### config.mk
export PLATFORM = sky130hd
export DESIGN_NAME = dds_clock_divider_core
export DESIGN_NICKNAME = d
export VERILOG_FILES = /design/src/rtl/dds_clock_pkg.sv /design/src/rtl/cosine_amp.sv /design/src/rtl/dds_clock_divider_core.sv
export VERILOG_INCLUDE_DIRS = /design/src /design/src/rtl
export SDC_FILE = /design/constraint.sdc
export NUM_CORES = 2
export LEC_CHECK = 0
export BUFFER_PORTS_ARGS = -buffer_cell sky130_fd_sc_hd__buf_4
export CAP_MARGIN = 30
export CORE_MARGIN = 4
export CORE_UTILIZATION = 50
export DETAILED_ROUTE_END_ITERATION = 10
export PLACE_DENSITY = 0.66
export SKIP_LAST_GASP = 1
export SLEW_MARGIN = 15
export SYNTH_ARGS = -nofsm -noshare
export SYNTH_HDL_FRONTEND = slang
export SYNTH_SLANG_ARGS = --single-unit
### constraint.sdc
create_clock -name sys_clk -period 16 [get_ports sys_clk]
set_input_delay 1.6 -clock sys_clk [delete_from_list [all_inputs] [get_ports sys_clk]]
set_output_delay 1.6 -clock sys_clk [all_outputs]
set_load 0.1 [all_outputs]
### src/rtl/dds_clock_regs.svh
`ifndef DDS_CLOCK_REGS_SVH
`define DDS_CLOCK_REGS_SVH
// ==========================================
// register byte offsets
`define OFF_CTRL 8'h00
`define OFF_CTRL2 8'h04
`define OFF_PROF_IDX 8'h08
`define OFF_TW_LO 8'h0c
`define OFF_TW_HI 8'h10
`define OFF_DELAY 8'h14
`define OFF_STATUS 8'h18
`define OFF_PHASE 8'h1c
// ==========================================
// first control register fields
`define CTRL_RF_BYP 0
`define CTRL_RF_RATIO 1
`define CTRL_SYN_UNDIV 3
`define CTRL_DRV_SRC 4
`define CTRL_REF_EN 6
`define CTRL_FB_EN 7
`define CTRL_REF_M 8
`define CTRL_FB_N 12
`define CTRL_XTAL 16
// ==========================================
// second control register fields
`define CTRL2_CP 0
`define CTRL2_RISE 3
`define CTRL2_FALL 4
`define CTRL2_NODEF 5
`define CTRL2_RSET 6
// ==========================================
// reset values and counts
`define CTRL_RST 32'h0000_0001
`define CTRL2_RST 32'h0000_0000
`define SYNC_DIV 3'h4
`endif

### src/rtl/dds_clock_pkg.sv
package dds_clock_pkg;
   // ==========================================
   // types
   typedef logic [2:0] profile_t;
   typedef enum logic [1:0] {DRV_UNDIV, DRV_DIV, DRV_FB, DRV_SPARE} drv_src_e;
   typedef enum logic [1:0] {RF_DIV1, RF_DIV2, RF_DIV4, RF_DIV8} rf_ratio_e;
endpackage : dds_clock_pkg

### src/rtl/cosine_amp.sv
`timescale 1ns/1ps
// ==========================================
// phase to offset-binary cosine amplitude
module cosine_amp #(
   parameter int PH_W = 14,
   parameter int AMP_W = 10
) (
   input wire logic sys_clk,
   input wire logic clear,
   input wire logic tick,
   input wire logic [PH_W-1:0] phase,
   output logic [AMP_W-1:0] amp
);
   localparam int XW = PH_W - 1;
   localparam int SH = 2 * XW - 2 - (AMP_W - 1);
   localparam logic [PH_W-1:0] QUARTER = {2'b01, {(PH_W-2){1'b0}}};
   localparam logic [AMP_W-1:0] MID = {1'b1, {(AMP_W-1){1'b0}}};
   localparam logic [AMP_W-2:0] AMAX = '1;

   if (PH_W < 6 || AMP_W < 4 || SH < 0) $error("cosine_amp: unsupported widths");

   logic [AMP_W-1:0] next_amp;
   logic [PH_W-1:0] u;
   logic [XW-1:0] x;
   logic [2*XW-1:0] prod;
   logic [2*XW-1:0] scaled;
   logic [AMP_W-2:0] a;

   // parabolic half-wave: cheap, no table, a few percent shape error
   always_comb begin
      u = phase + QUARTER;
      x = u[XW-1:0];
      prod = x * (XW'(1 << (XW - 1)) * 2'(2) - x);
      scaled = prod >> SH;
      a = (scaled > (2*XW)'(AMAX)) ? AMAX : scaled[AMP_W-2:0];
      if (!u[PH_W-1]) begin
         next_amp = MID + AMP_W'(a);
      end else begin
         next_amp = MID - 1'b1 - AMP_W'(a);
      end
      if (clear) begin
         next_amp = MID;
      end else if (!tick) begin
         next_amp = amp;
      end
   end

   always_ff @(posedge sys_clk) begin
      amp <= next_amp;
   end
endmodule : cosine_amp

### src/rtl/dds_clock_divider_core.sv
// Our own choices: the APB register port and the address map.
`timescale 1ns/1ps
`include "dds_clock_regs.svh"
module dds_clock_divider_core #(
   parameter int ACC_W = 48,
   parameter int DLY_W = 14,
   parameter int AMP_W = 10
) (
   input wire logic sys_clk,
   input wire logic rst_n,
   input wire logic master_reset,
   input wire logic [7:0] paddr,
   input wire logic psel,
   input wire logic penable,
   input wire logic pwrite,
   input wire logic [31:0] pwdata,
   output logic [31:0] prdata,
   output logic pready,
   output logic pslverr,
   input wire logic rf_clock_in,
   input wire logic feedback_clock_in,
   input wire logic reference_in,
   input wire dds_clock_pkg::profile_t profile_select,
   input wire logic io_update,
   output logic synth_clock,
   output logic output_driver_clk,
   output logic ref_div_out,
   output logic fb_div_out,
   output logic sync_clk_out,
   output logic [AMP_W-1:0] converter_out_true,
   output logic [AMP_W-1:0] converter_out_comp,
   output logic [3:0] charge_pump_mult,
   output logic surge_rise_extra,
   output logic surge_fall_extra,
   output logic surge_default_off,
   output logic internal_rset_en,
   output logic xtal_osc_en
);
   import dds_clock_pkg::*;

   localparam logic [ACC_W-1:0] TW_MAX = {1'b1, {(ACC_W-1){1'b0}}};

   if (ACC_W <= 32 || ACC_W > 64 || DLY_W < 6 || DLY_W > ACC_W || AMP_W < 4 || AMP_W > 16)
      $error("dds_clock_divider_core: unsupported widths");

   // ==========================================
   // helpers
   // divider counter: counts input rises, wraps at ratio
   function automatic logic [3:0] div_count(input logic [3:0] cnt, input logic [3:0] m1,
                                            input logic rise);
      if (!rise) begin
         div_count = cnt;
      end else if (cnt >= m1) begin
         div_count = 4'h0;
      end else begin
         div_count = cnt + 4'h1;
      end
   endfunction : div_count

   // output high for the first half of the count; ratio 1 passes the input
   function automatic logic div_level(input logic [3:0] cnt, input logic [3:0] m1,
                                      input logic in);
      logic [4:0] half;
      half = (5'(m1) + 5'h2) >> 1;
      if (m1 == 4'h0) begin
         div_level = in;
      end else begin
         div_level = 5'(cnt) < half;
      end
   endfunction : div_level

   // tuning words above half the range alias; hold them at the limit
   function automatic logic [ACC_W-1:0] clamp_tw(input logic [ACC_W-1:0] tw);
      clamp_tw = (tw > TW_MAX) ? TW_MAX : tw;
   endfunction : clamp_tw

   // ==========================================
   // state
   logic clr;
   logic [31:0] buf_ctrl, act_ctrl, buf_ctrl2, act_ctrl2;
   logic [31:0] next_buf_ctrl, next_act_ctrl, next_buf_ctrl2, next_act_ctrl2;
   logic [ACC_W-1:0] buf_tw [8];
   logic [ACC_W-1:0] act_tw [8];
   logic [DLY_W-1:0] buf_dly [8];
   logic [DLY_W-1:0] act_dly [8];
   logic [ACC_W-1:0] next_buf_tw [8];
   logic [ACC_W-1:0] next_act_tw [8];
   logic [DLY_W-1:0] next_buf_dly [8];
   logic [DLY_W-1:0] next_act_dly [8];
   logic [2:0] prof_idx, next_prof_idx;
   logic [31:0] next_prdata;
   logic next_pready, next_pslverr;
   logic rf_q, fb_q, ref_q;
   logic [3:0] rf_cnt, fb_cnt, ref_cnt, next_rf_cnt, next_fb_cnt, next_ref_cnt;
   logic next_synth, next_drv, next_refo, next_fbo;
   logic [ACC_W-1:0] acc, next_acc;
   logic [1:0] sync_cnt, next_sync_cnt;
   logic next_sync_out;
   logic [AMP_W-1:0] amp;
   logic [DLY_W-1:0] phase;
   logic [3:0] rf_m1, ref_m1, fb_m1;
   logic rf_div_lvl, tick, sync_rise, wr, apb_hit;
   drv_src_e drv_sel;
   rf_ratio_e rf_sel;

   assign clr = !rst_n || master_reset;

   // ==========================================
   // clock routing and dividers
   // inputs are sampled: only valid while each is at most sys_clk / 2
   always_comb begin
      rf_sel = rf_ratio_e'(act_ctrl[`CTRL_RF_RATIO +: 2]);
      rf_m1 = act_ctrl[`CTRL_RF_BYP] ? 4'h0 : 4'((4'h1 << rf_sel) - 4'h1);
      ref_m1 = act_ctrl[`CTRL_REF_EN] ? act_ctrl[`CTRL_REF_M +: 4] : 4'h0;
      fb_m1 = act_ctrl[`CTRL_FB_EN] ? act_ctrl[`CTRL_FB_N +: 4] : 4'h0;
      next_rf_cnt = div_count(rf_cnt, rf_m1, rf_clock_in && !rf_q);
      next_ref_cnt = div_count(ref_cnt, ref_m1, reference_in && !ref_q);
      next_fb_cnt = div_count(fb_cnt, fb_m1, feedback_clock_in && !fb_q);
      rf_div_lvl = div_level(next_rf_cnt, rf_m1, rf_clock_in);
      next_refo = div_level(next_ref_cnt, ref_m1, reference_in);
      next_fbo = div_level(next_fb_cnt, fb_m1, feedback_clock_in);
      next_synth = act_ctrl[`CTRL_SYN_UNDIV] ? rf_clock_in : rf_div_lvl;
      drv_sel = drv_src_e'(act_ctrl[`CTRL_DRV_SRC +: 2]);
      case (drv_sel)
         DRV_DIV: next_drv = rf_div_lvl;
         DRV_FB: next_drv = feedback_clock_in;
         default: next_drv = rf_clock_in;
      endcase
      if (clr) begin
         next_rf_cnt = 4'h0;
         next_ref_cnt = 4'h0;
         next_fb_cnt = 4'h0;
         next_synth = 1'b0;
         next_drv = 1'b0;
         next_refo = 1'b0;
         next_fbo = 1'b0;
      end
   end

   // synthesis tick: one per rise of the routed synthesis clock
   assign tick = next_synth && !synth_clock;
   assign sync_rise = tick && sync_cnt == 2'((`SYNC_DIV / 3'h2) - 3'h1);

   always_ff @(posedge sys_clk) begin
      rf_q <= clr ? 1'b0 : rf_clock_in;
      ref_q <= clr ? 1'b0 : reference_in;
      fb_q <= clr ? 1'b0 : feedback_clock_in;
      rf_cnt <= next_rf_cnt;
      ref_cnt <= next_ref_cnt;
      fb_cnt <= next_fb_cnt;
      synth_clock <= next_synth;
      output_driver_clk <= next_drv;
      ref_div_out <= next_refo;
      fb_div_out <= next_fbo;
   end

   // ==========================================
   // synthesis core
   // delay word doubles as phase offset, so both always share one profile
   assign phase = acc[ACC_W-1 -: DLY_W] + act_dly[profile_select];

   always_comb begin
      next_acc = acc;
      next_sync_cnt = sync_cnt;
      if (tick) begin
         next_acc = acc + act_tw[profile_select];
         next_sync_cnt = sync_cnt + 2'h1;
      end
      next_sync_out = next_sync_cnt[1];
      if (clr) begin
         next_acc = '0;
         next_sync_cnt = 2'h0;
         next_sync_out = 1'b0;
      end
   end

   always_ff @(posedge sys_clk) begin
      acc <= next_acc;
      sync_cnt <= next_sync_cnt;
      sync_clk_out <= next_sync_out;
   end

   cosine_amp #(
      .PH_W(DLY_W),
      .AMP_W(AMP_W)
   ) u_cos (
      .sys_clk(sys_clk),
      .clear(clr),
      .tick(tick),
      .phase(phase),
      .amp(amp)
   );

   // ==========================================
   // converter steering and configuration pins
   always_ff @(posedge sys_clk) begin
      converter_out_comp <= clr ? '0 : amp;
      converter_out_true <= clr ? '0 : ~amp;
      charge_pump_mult <= clr ? 4'h1 : 4'(act_ctrl2[`CTRL2_CP +: 3]) + 4'h1;
      surge_rise_extra <= !clr && act_ctrl2[`CTRL2_RISE];
      surge_fall_extra <= !clr && act_ctrl2[`CTRL2_FALL];
      surge_default_off <= !clr && act_ctrl2[`CTRL2_NODEF];
      internal_rset_en <= !clr && act_ctrl2[`CTRL2_RSET];
      xtal_osc_en <= !clr && act_ctrl[`CTRL_XTAL];
   end

   // ==========================================
   // apb slave, zero wait states
   assign wr = psel && penable && pready && pwrite;
   assign apb_hit = paddr[1:0] == 2'h0 && paddr[7:5] == 3'h0;

   always_comb begin
      next_buf_ctrl = buf_ctrl;
      next_buf_ctrl2 = buf_ctrl2;
      next_buf_tw = buf_tw;
      next_buf_dly = buf_dly;
      next_act_ctrl = act_ctrl;
      next_act_ctrl2 = act_ctrl2;
      next_act_tw = act_tw;
      next_act_dly = act_dly;
      next_prof_idx = prof_idx;
      next_pready = psel && !penable;
      next_pslverr = psel && !penable && !apb_hit;
      next_prdata = 32'h0000_0000;
      if (psel && !penable) begin
         if (paddr == `OFF_CTRL) begin
            next_prdata = buf_ctrl;
         end else if (paddr == `OFF_CTRL2) begin
            next_prdata = buf_ctrl2;
         end else if (paddr == `OFF_PROF_IDX) begin
            next_prdata = 32'(prof_idx);
         end else if (paddr == `OFF_TW_LO) begin
            next_prdata = buf_tw[prof_idx][31:0];
         end else if (paddr == `OFF_TW_HI) begin
            next_prdata = 32'(buf_tw[prof_idx][ACC_W-1:32]);
         end else if (paddr == `OFF_DELAY) begin
            next_prdata = 32'(buf_dly[prof_idx]);
         end else if (paddr == `OFF_STATUS) begin
            next_prdata = {16'h0000, 2'(amp >> (AMP_W - 2)), 9'h000, sync_clk_out,
                           1'b0, profile_select};
         end else if (paddr == `OFF_PHASE) begin
            next_prdata = acc[ACC_W-1 -: 32];
         end
      end
      if (wr) begin
         if (paddr == `OFF_CTRL) begin
            next_buf_ctrl = pwdata & 32'h0001_ffff;
         end else if (paddr == `OFF_CTRL2) begin
            next_buf_ctrl2 = pwdata & 32'h0000_007f;
         end else if (paddr == `OFF_PROF_IDX) begin
            next_prof_idx = pwdata[2:0];
         end else if (paddr == `OFF_TW_LO) begin
            next_buf_tw[prof_idx][31:0] = pwdata;
         end else if (paddr == `OFF_TW_HI) begin
            next_buf_tw[prof_idx][ACC_W-1:32] = pwdata[ACC_W-33:0];
         end else if (paddr == `OFF_DELAY) begin
            next_buf_dly[prof_idx] = pwdata[DLY_W-1:0];
         end
      end
      if (sync_rise && io_update) begin
         next_act_ctrl = buf_ctrl;
         next_act_ctrl2 = buf_ctrl2;
         for (int i = 0; i < 8; i++) begin
            next_act_tw[i] = clamp_tw(buf_tw[i]);
            next_act_dly[i] = buf_dly[i];
         end
      end
      if (clr) begin
         next_buf_ctrl = `CTRL_RST;
         next_buf_ctrl2 = `CTRL2_RST;
         next_act_ctrl = `CTRL_RST;
         next_act_ctrl2 = `CTRL2_RST;
         next_prof_idx = 3'h0;
         next_pready = 1'b0;
         next_pslverr = 1'b0;
         next_prdata = 32'h0000_0000;
         for (int i = 0; i < 8; i++) begin
            next_buf_tw[i] = '0;
            next_act_tw[i] = '0;
            next_buf_dly[i] = '0;
            next_act_dly[i] = '0;
         end
      end
   end

   always_ff @(posedge sys_clk) begin
      buf_ctrl <= next_buf_ctrl;
      buf_ctrl2 <= next_buf_ctrl2;
      act_ctrl <= next_act_ctrl;
      act_ctrl2 <= next_act_ctrl2;
      buf_tw <= next_buf_tw;
      act_tw <= next_act_tw;
      buf_dly <= next_buf_dly;
      act_dly <= next_act_dly;
      prof_idx <= next_prof_idx;
      prdata <= next_prdata;
      pready <= next_pready;
      pslverr <= next_pslverr;
   end
endmodule : dds_clock_divider_core

==> impl_metrics.tcl <==
set metrics [dict create \
    status "finished clean" \
    cts_made_buffers 131 \
    fin_crit_sh 0.741 \
    min_period_ns 11.86 \
    dr_wl_met2_um 98300 \
    dieArea_um2 123000 \
    vias_per_cell 6.34 \
    final_core_util 0.559 \
    grt_pass1_vias 51800 \
    dr.pass1.iters 7 \
    crit_slowest_cell "buf_4" \
    path_delay_family "adder cells" \
    synth_edf_count 0 \
    end_kind "flop" \
    synth_cells 7272 \
    layout.cells.non_filler 8700 \
    initial_core_util 0.504 \
    fp.coreArea_um2 116000 \
    max-slew-margin-rel 0.156 \
    synthArstFlopShare 0 \
    cts_buffer_depth 3 \
    clock_skew_ns 0.0266 \
    worstHoldPathType "reg2reg" \
    synth_top_family_by_area "simple AND/OR/NAND/NOR gates" \
    clock_sinks 1185 \
    grt_max_degree 232 \
    h-tree-depth 4 \
    synth-xor-area-share 0.00990 \
    ys_dominant_reg_cell "dfxtp_1" \
    synth_simple_gate_area_frac 0.214 \
    fmax_mhz 84.3 \
    rsz0062_at_grt "no" \
    grt-ovfl-total 0 \
    synth_compound_area_frac 0.169 \
    antenna_found_initial 16 \
    synth_mux_area_frac 0.0628 \
    wl_met3_um 28400 \
    synth_fa_ha_area_frac 0.0841 \
    setup_tns_ns 0 \
    path_buf_inv 7 \
    drc 0 \
    routed.top_layer "met5" \
    fin_ws_ns 4.14 \
    pwr_density_cell_nw_per_um2 95.8 \
    insertion_delay_ns 0.77 \
    finalSetupViolCount 0 \
    start_kind "primary input" \
    crit_type "in2reg" \
    ff2ff_setup_slack_ns 5.47 \
    dp_hpwl_um 152000 \
    dr_total_vias 55100 \
    ios 121 \
    maxSlewViolCount 0 \
    netlist-cell-type-count 81 \
    drt_iter0_drc 7915 \
    clk_pin_slew_ns 0.06 \
    irDropWorstVdd_mv 0.0990 \
    drive_above_1_share 0.0958 \
    yosysWarnings 0 \
    syn_to_final_growth_pct 11.0 \
    drtAntennaViolNets 0 \
    cp_max_fo 35 \
    wl_met1_um 86000 \
    drt-total-wl_um 229000 \
    gp_congestion 0.976 \
    hold_viol 0 \
    grt_usage 0.364 \
    cts_resized 0 \
    row_count 125 \
    arrival_ns 12.49 \
    portBuffers 120 \
    dp.cells 8449 \
    maxCapViolCount 0 \
    place_ws_ns 3.28 \
    post_cts_buffers 0 \
    required_ns 16.63 \
    netlist_area_um2 58500 \
    crit_path_max_incr_delay_ns 0.71 \
    fillCellCount 10700 \
    avgSynthCellArea_um2 8.05 \
    cts_tree "done" \
    fp.dieH_um 350 \
    ys_seq_area_frac 0.405 \
    whs_ns 0.408 \
    fin_nets 7438 \
    post_drt_wl_per_cell_um 26.3 \
    tightest_slew_ns 1.27 \
    ys_ff_latch 1185 \
    die_w_um 350 \
    clockRootBuffer "clkbuf_16" \
    grt_pass1_wl_um 336000 \
    hold_buffers 0 \
    leakage_nw 22.2 \
]
==> path summary, 6_finish.rpt <==
check,from,end,cells past startpoint
worst max-delay path,profile_select[0],u_cos.amp[5]$_SDFFE_PP0P_,36
worst max register to register,act_dly[1]$_SDFFE_PP0P_,u_cos.amp[5]$_SDFFE_PP0P_,36
worst min-delay path,u_cos.amp[3]$_SDFFE_PP0P_,converter_out_true[3]$_SDFF_PP0_,1
worst min register to register,u_cos.amp[3]$_SDFFE_PP0P_,converter_out_true[3]$_SDFF_PP0_,1
==> metrics by stage <==
stage / area, µm² / total power, W
floorplan: 58600 / 0.00316
global placement: 60200 / 0.00322
global route: 65000 / 0.00636
detailed placement: 60500 / 0.00323
CTS: 64800 / 0.00623
finish: 65000 / 0.00623
==> cell usage after synthesis, drive strengths merged (93+ instances only) <==
library cell / count / share of area
nand2: 1868 / 0.12
dfxtp: 1185 / 0.41
a21oi: 1176 / 0.10
clkbuf: 502 / 0.033
nand3: 449 / 0.038
inv: 233 / 0.015
nor2: 226 / 0.014
ha: 182 / 0.039
o22ai: 134 / 0.014
fa: 132 / 0.045
mux4: 124 / 0.048
nor4: 103 / 0.011
o21ai: 96 / 0.0083
buf: 93 / 0.0068
==> registers in the layout, indices dropped and copies added (netlist names), 7 cells and up <==
| name | cells |
|---|---|
| converter_out_true | 10 |
| act_ctrl2 | 7 |
| buf_tw | 384 |
| acc | 48 |
| prdata | 32 |
| act_ctrl | 17 |
| buf_dly | 112 |
| converter_out_comp | 10 |
| buf_ctrl2 | 7 |
| act_dly | 112 |
| act_tw | 384 |
| buf_ctrl | 17 |
| u_cos.amp | 10 |
==> area by class of cell <==
cell class	count	area, µm²	area share
well taps	1524	1910	0.0293
multi-input cells	5269	32000	0.492
repair buffers	249	2160	0.0332
clock inverters	32	450	0.00693
inverters	235	882	0.0136
diodes	8	20.0	0.000308
clock buffers	198	3860	0.0595
flip-flops and latches	1185	23700	0.365
==> cells by family (layout without fill, tap and decap cells) <==
family                     Yosys count  count (layout)
and+or+nand+nor                   2928            2928
AOI/OAI and AO/OA                 1744            1744
DFF                               1185            1185
buffers and inverters              830             714
adders and majority gates          314             314
muxes                              205             205
xor gates and xnor gates            64              64
other                                2              22
==> placed cells by master, fill, tap and decap left out, drive strengths merged, types with 10 or more instances in the layout <==
| cell | Yosys | final |
|---|---|---|
| fa | 132 | 132 |
| nand2 | 1868 | 1868 |
| xor2 | 26 | 26 |
| or3 | 21 | 21 |
| mux2 | 60 | 60 |
| clkinv | 2 | 21 |
| and3 | 25 | 25 |
| nor2b | 18 | 18 |
| nor2 | 226 | 226 |
| ha | 182 | 182 |
| nor4 | 103 | 103 |
| xnor2 | 38 | 38 |
| a221oi | 23 | 23 |
| nand4 | 45 | 45 |
| o21bai | 13 | 13 |
| o21a | 12 | 12 |
| a22o | 27 | 27 |
| o41ai | 10 | 10 |
| o211ai | 15 | 15 |
| nor3 | 31 | 31 |
| o22ai | 134 | 134 |
| a211oi | 14 | 14 |
| o31ai | 23 | 23 |
| inv | 233 | 239 |
| a21o | 33 | 33 |
| conb | 2 | 14 |
| buf | 93 | 244 |
| a31oi | 38 | 38 |
| nand2b | 77 | 77 |
| nand3 | 449 | 449 |
| a21oi | 1176 | 1176 |
| a22oi | 60 | 60 |
| o221ai | 12 | 12 |
| mux2i | 21 | 21 |
| o21ai | 96 | 96 |
| clkbuf | 502 | 203 |
| dfxtp | 1185 | 1185 |
| mux4 | 124 | 124 |
| and2 | 42 | 42 |
==> power by group <==
part	switching [W]	internal [W]	total, W
Combinational	0.000164	0.0000479	0.000212
Clock	0.00131	0.00175	0.00306
Sequential	0.00000262	0.00295	0.00296
Total	0.00148	0.00475	0.00623
==> per-layer routing <==
layer / vias to the layer above / GRT usage
li1: 24600 / -
met1: 26300 / 0.460
met2: 3356 / 0.550
met3: 887 / 0.106
met4: 14 / 0.223
met5: - / 0
No activity file was read; power rests on OpenSTA's default activity.
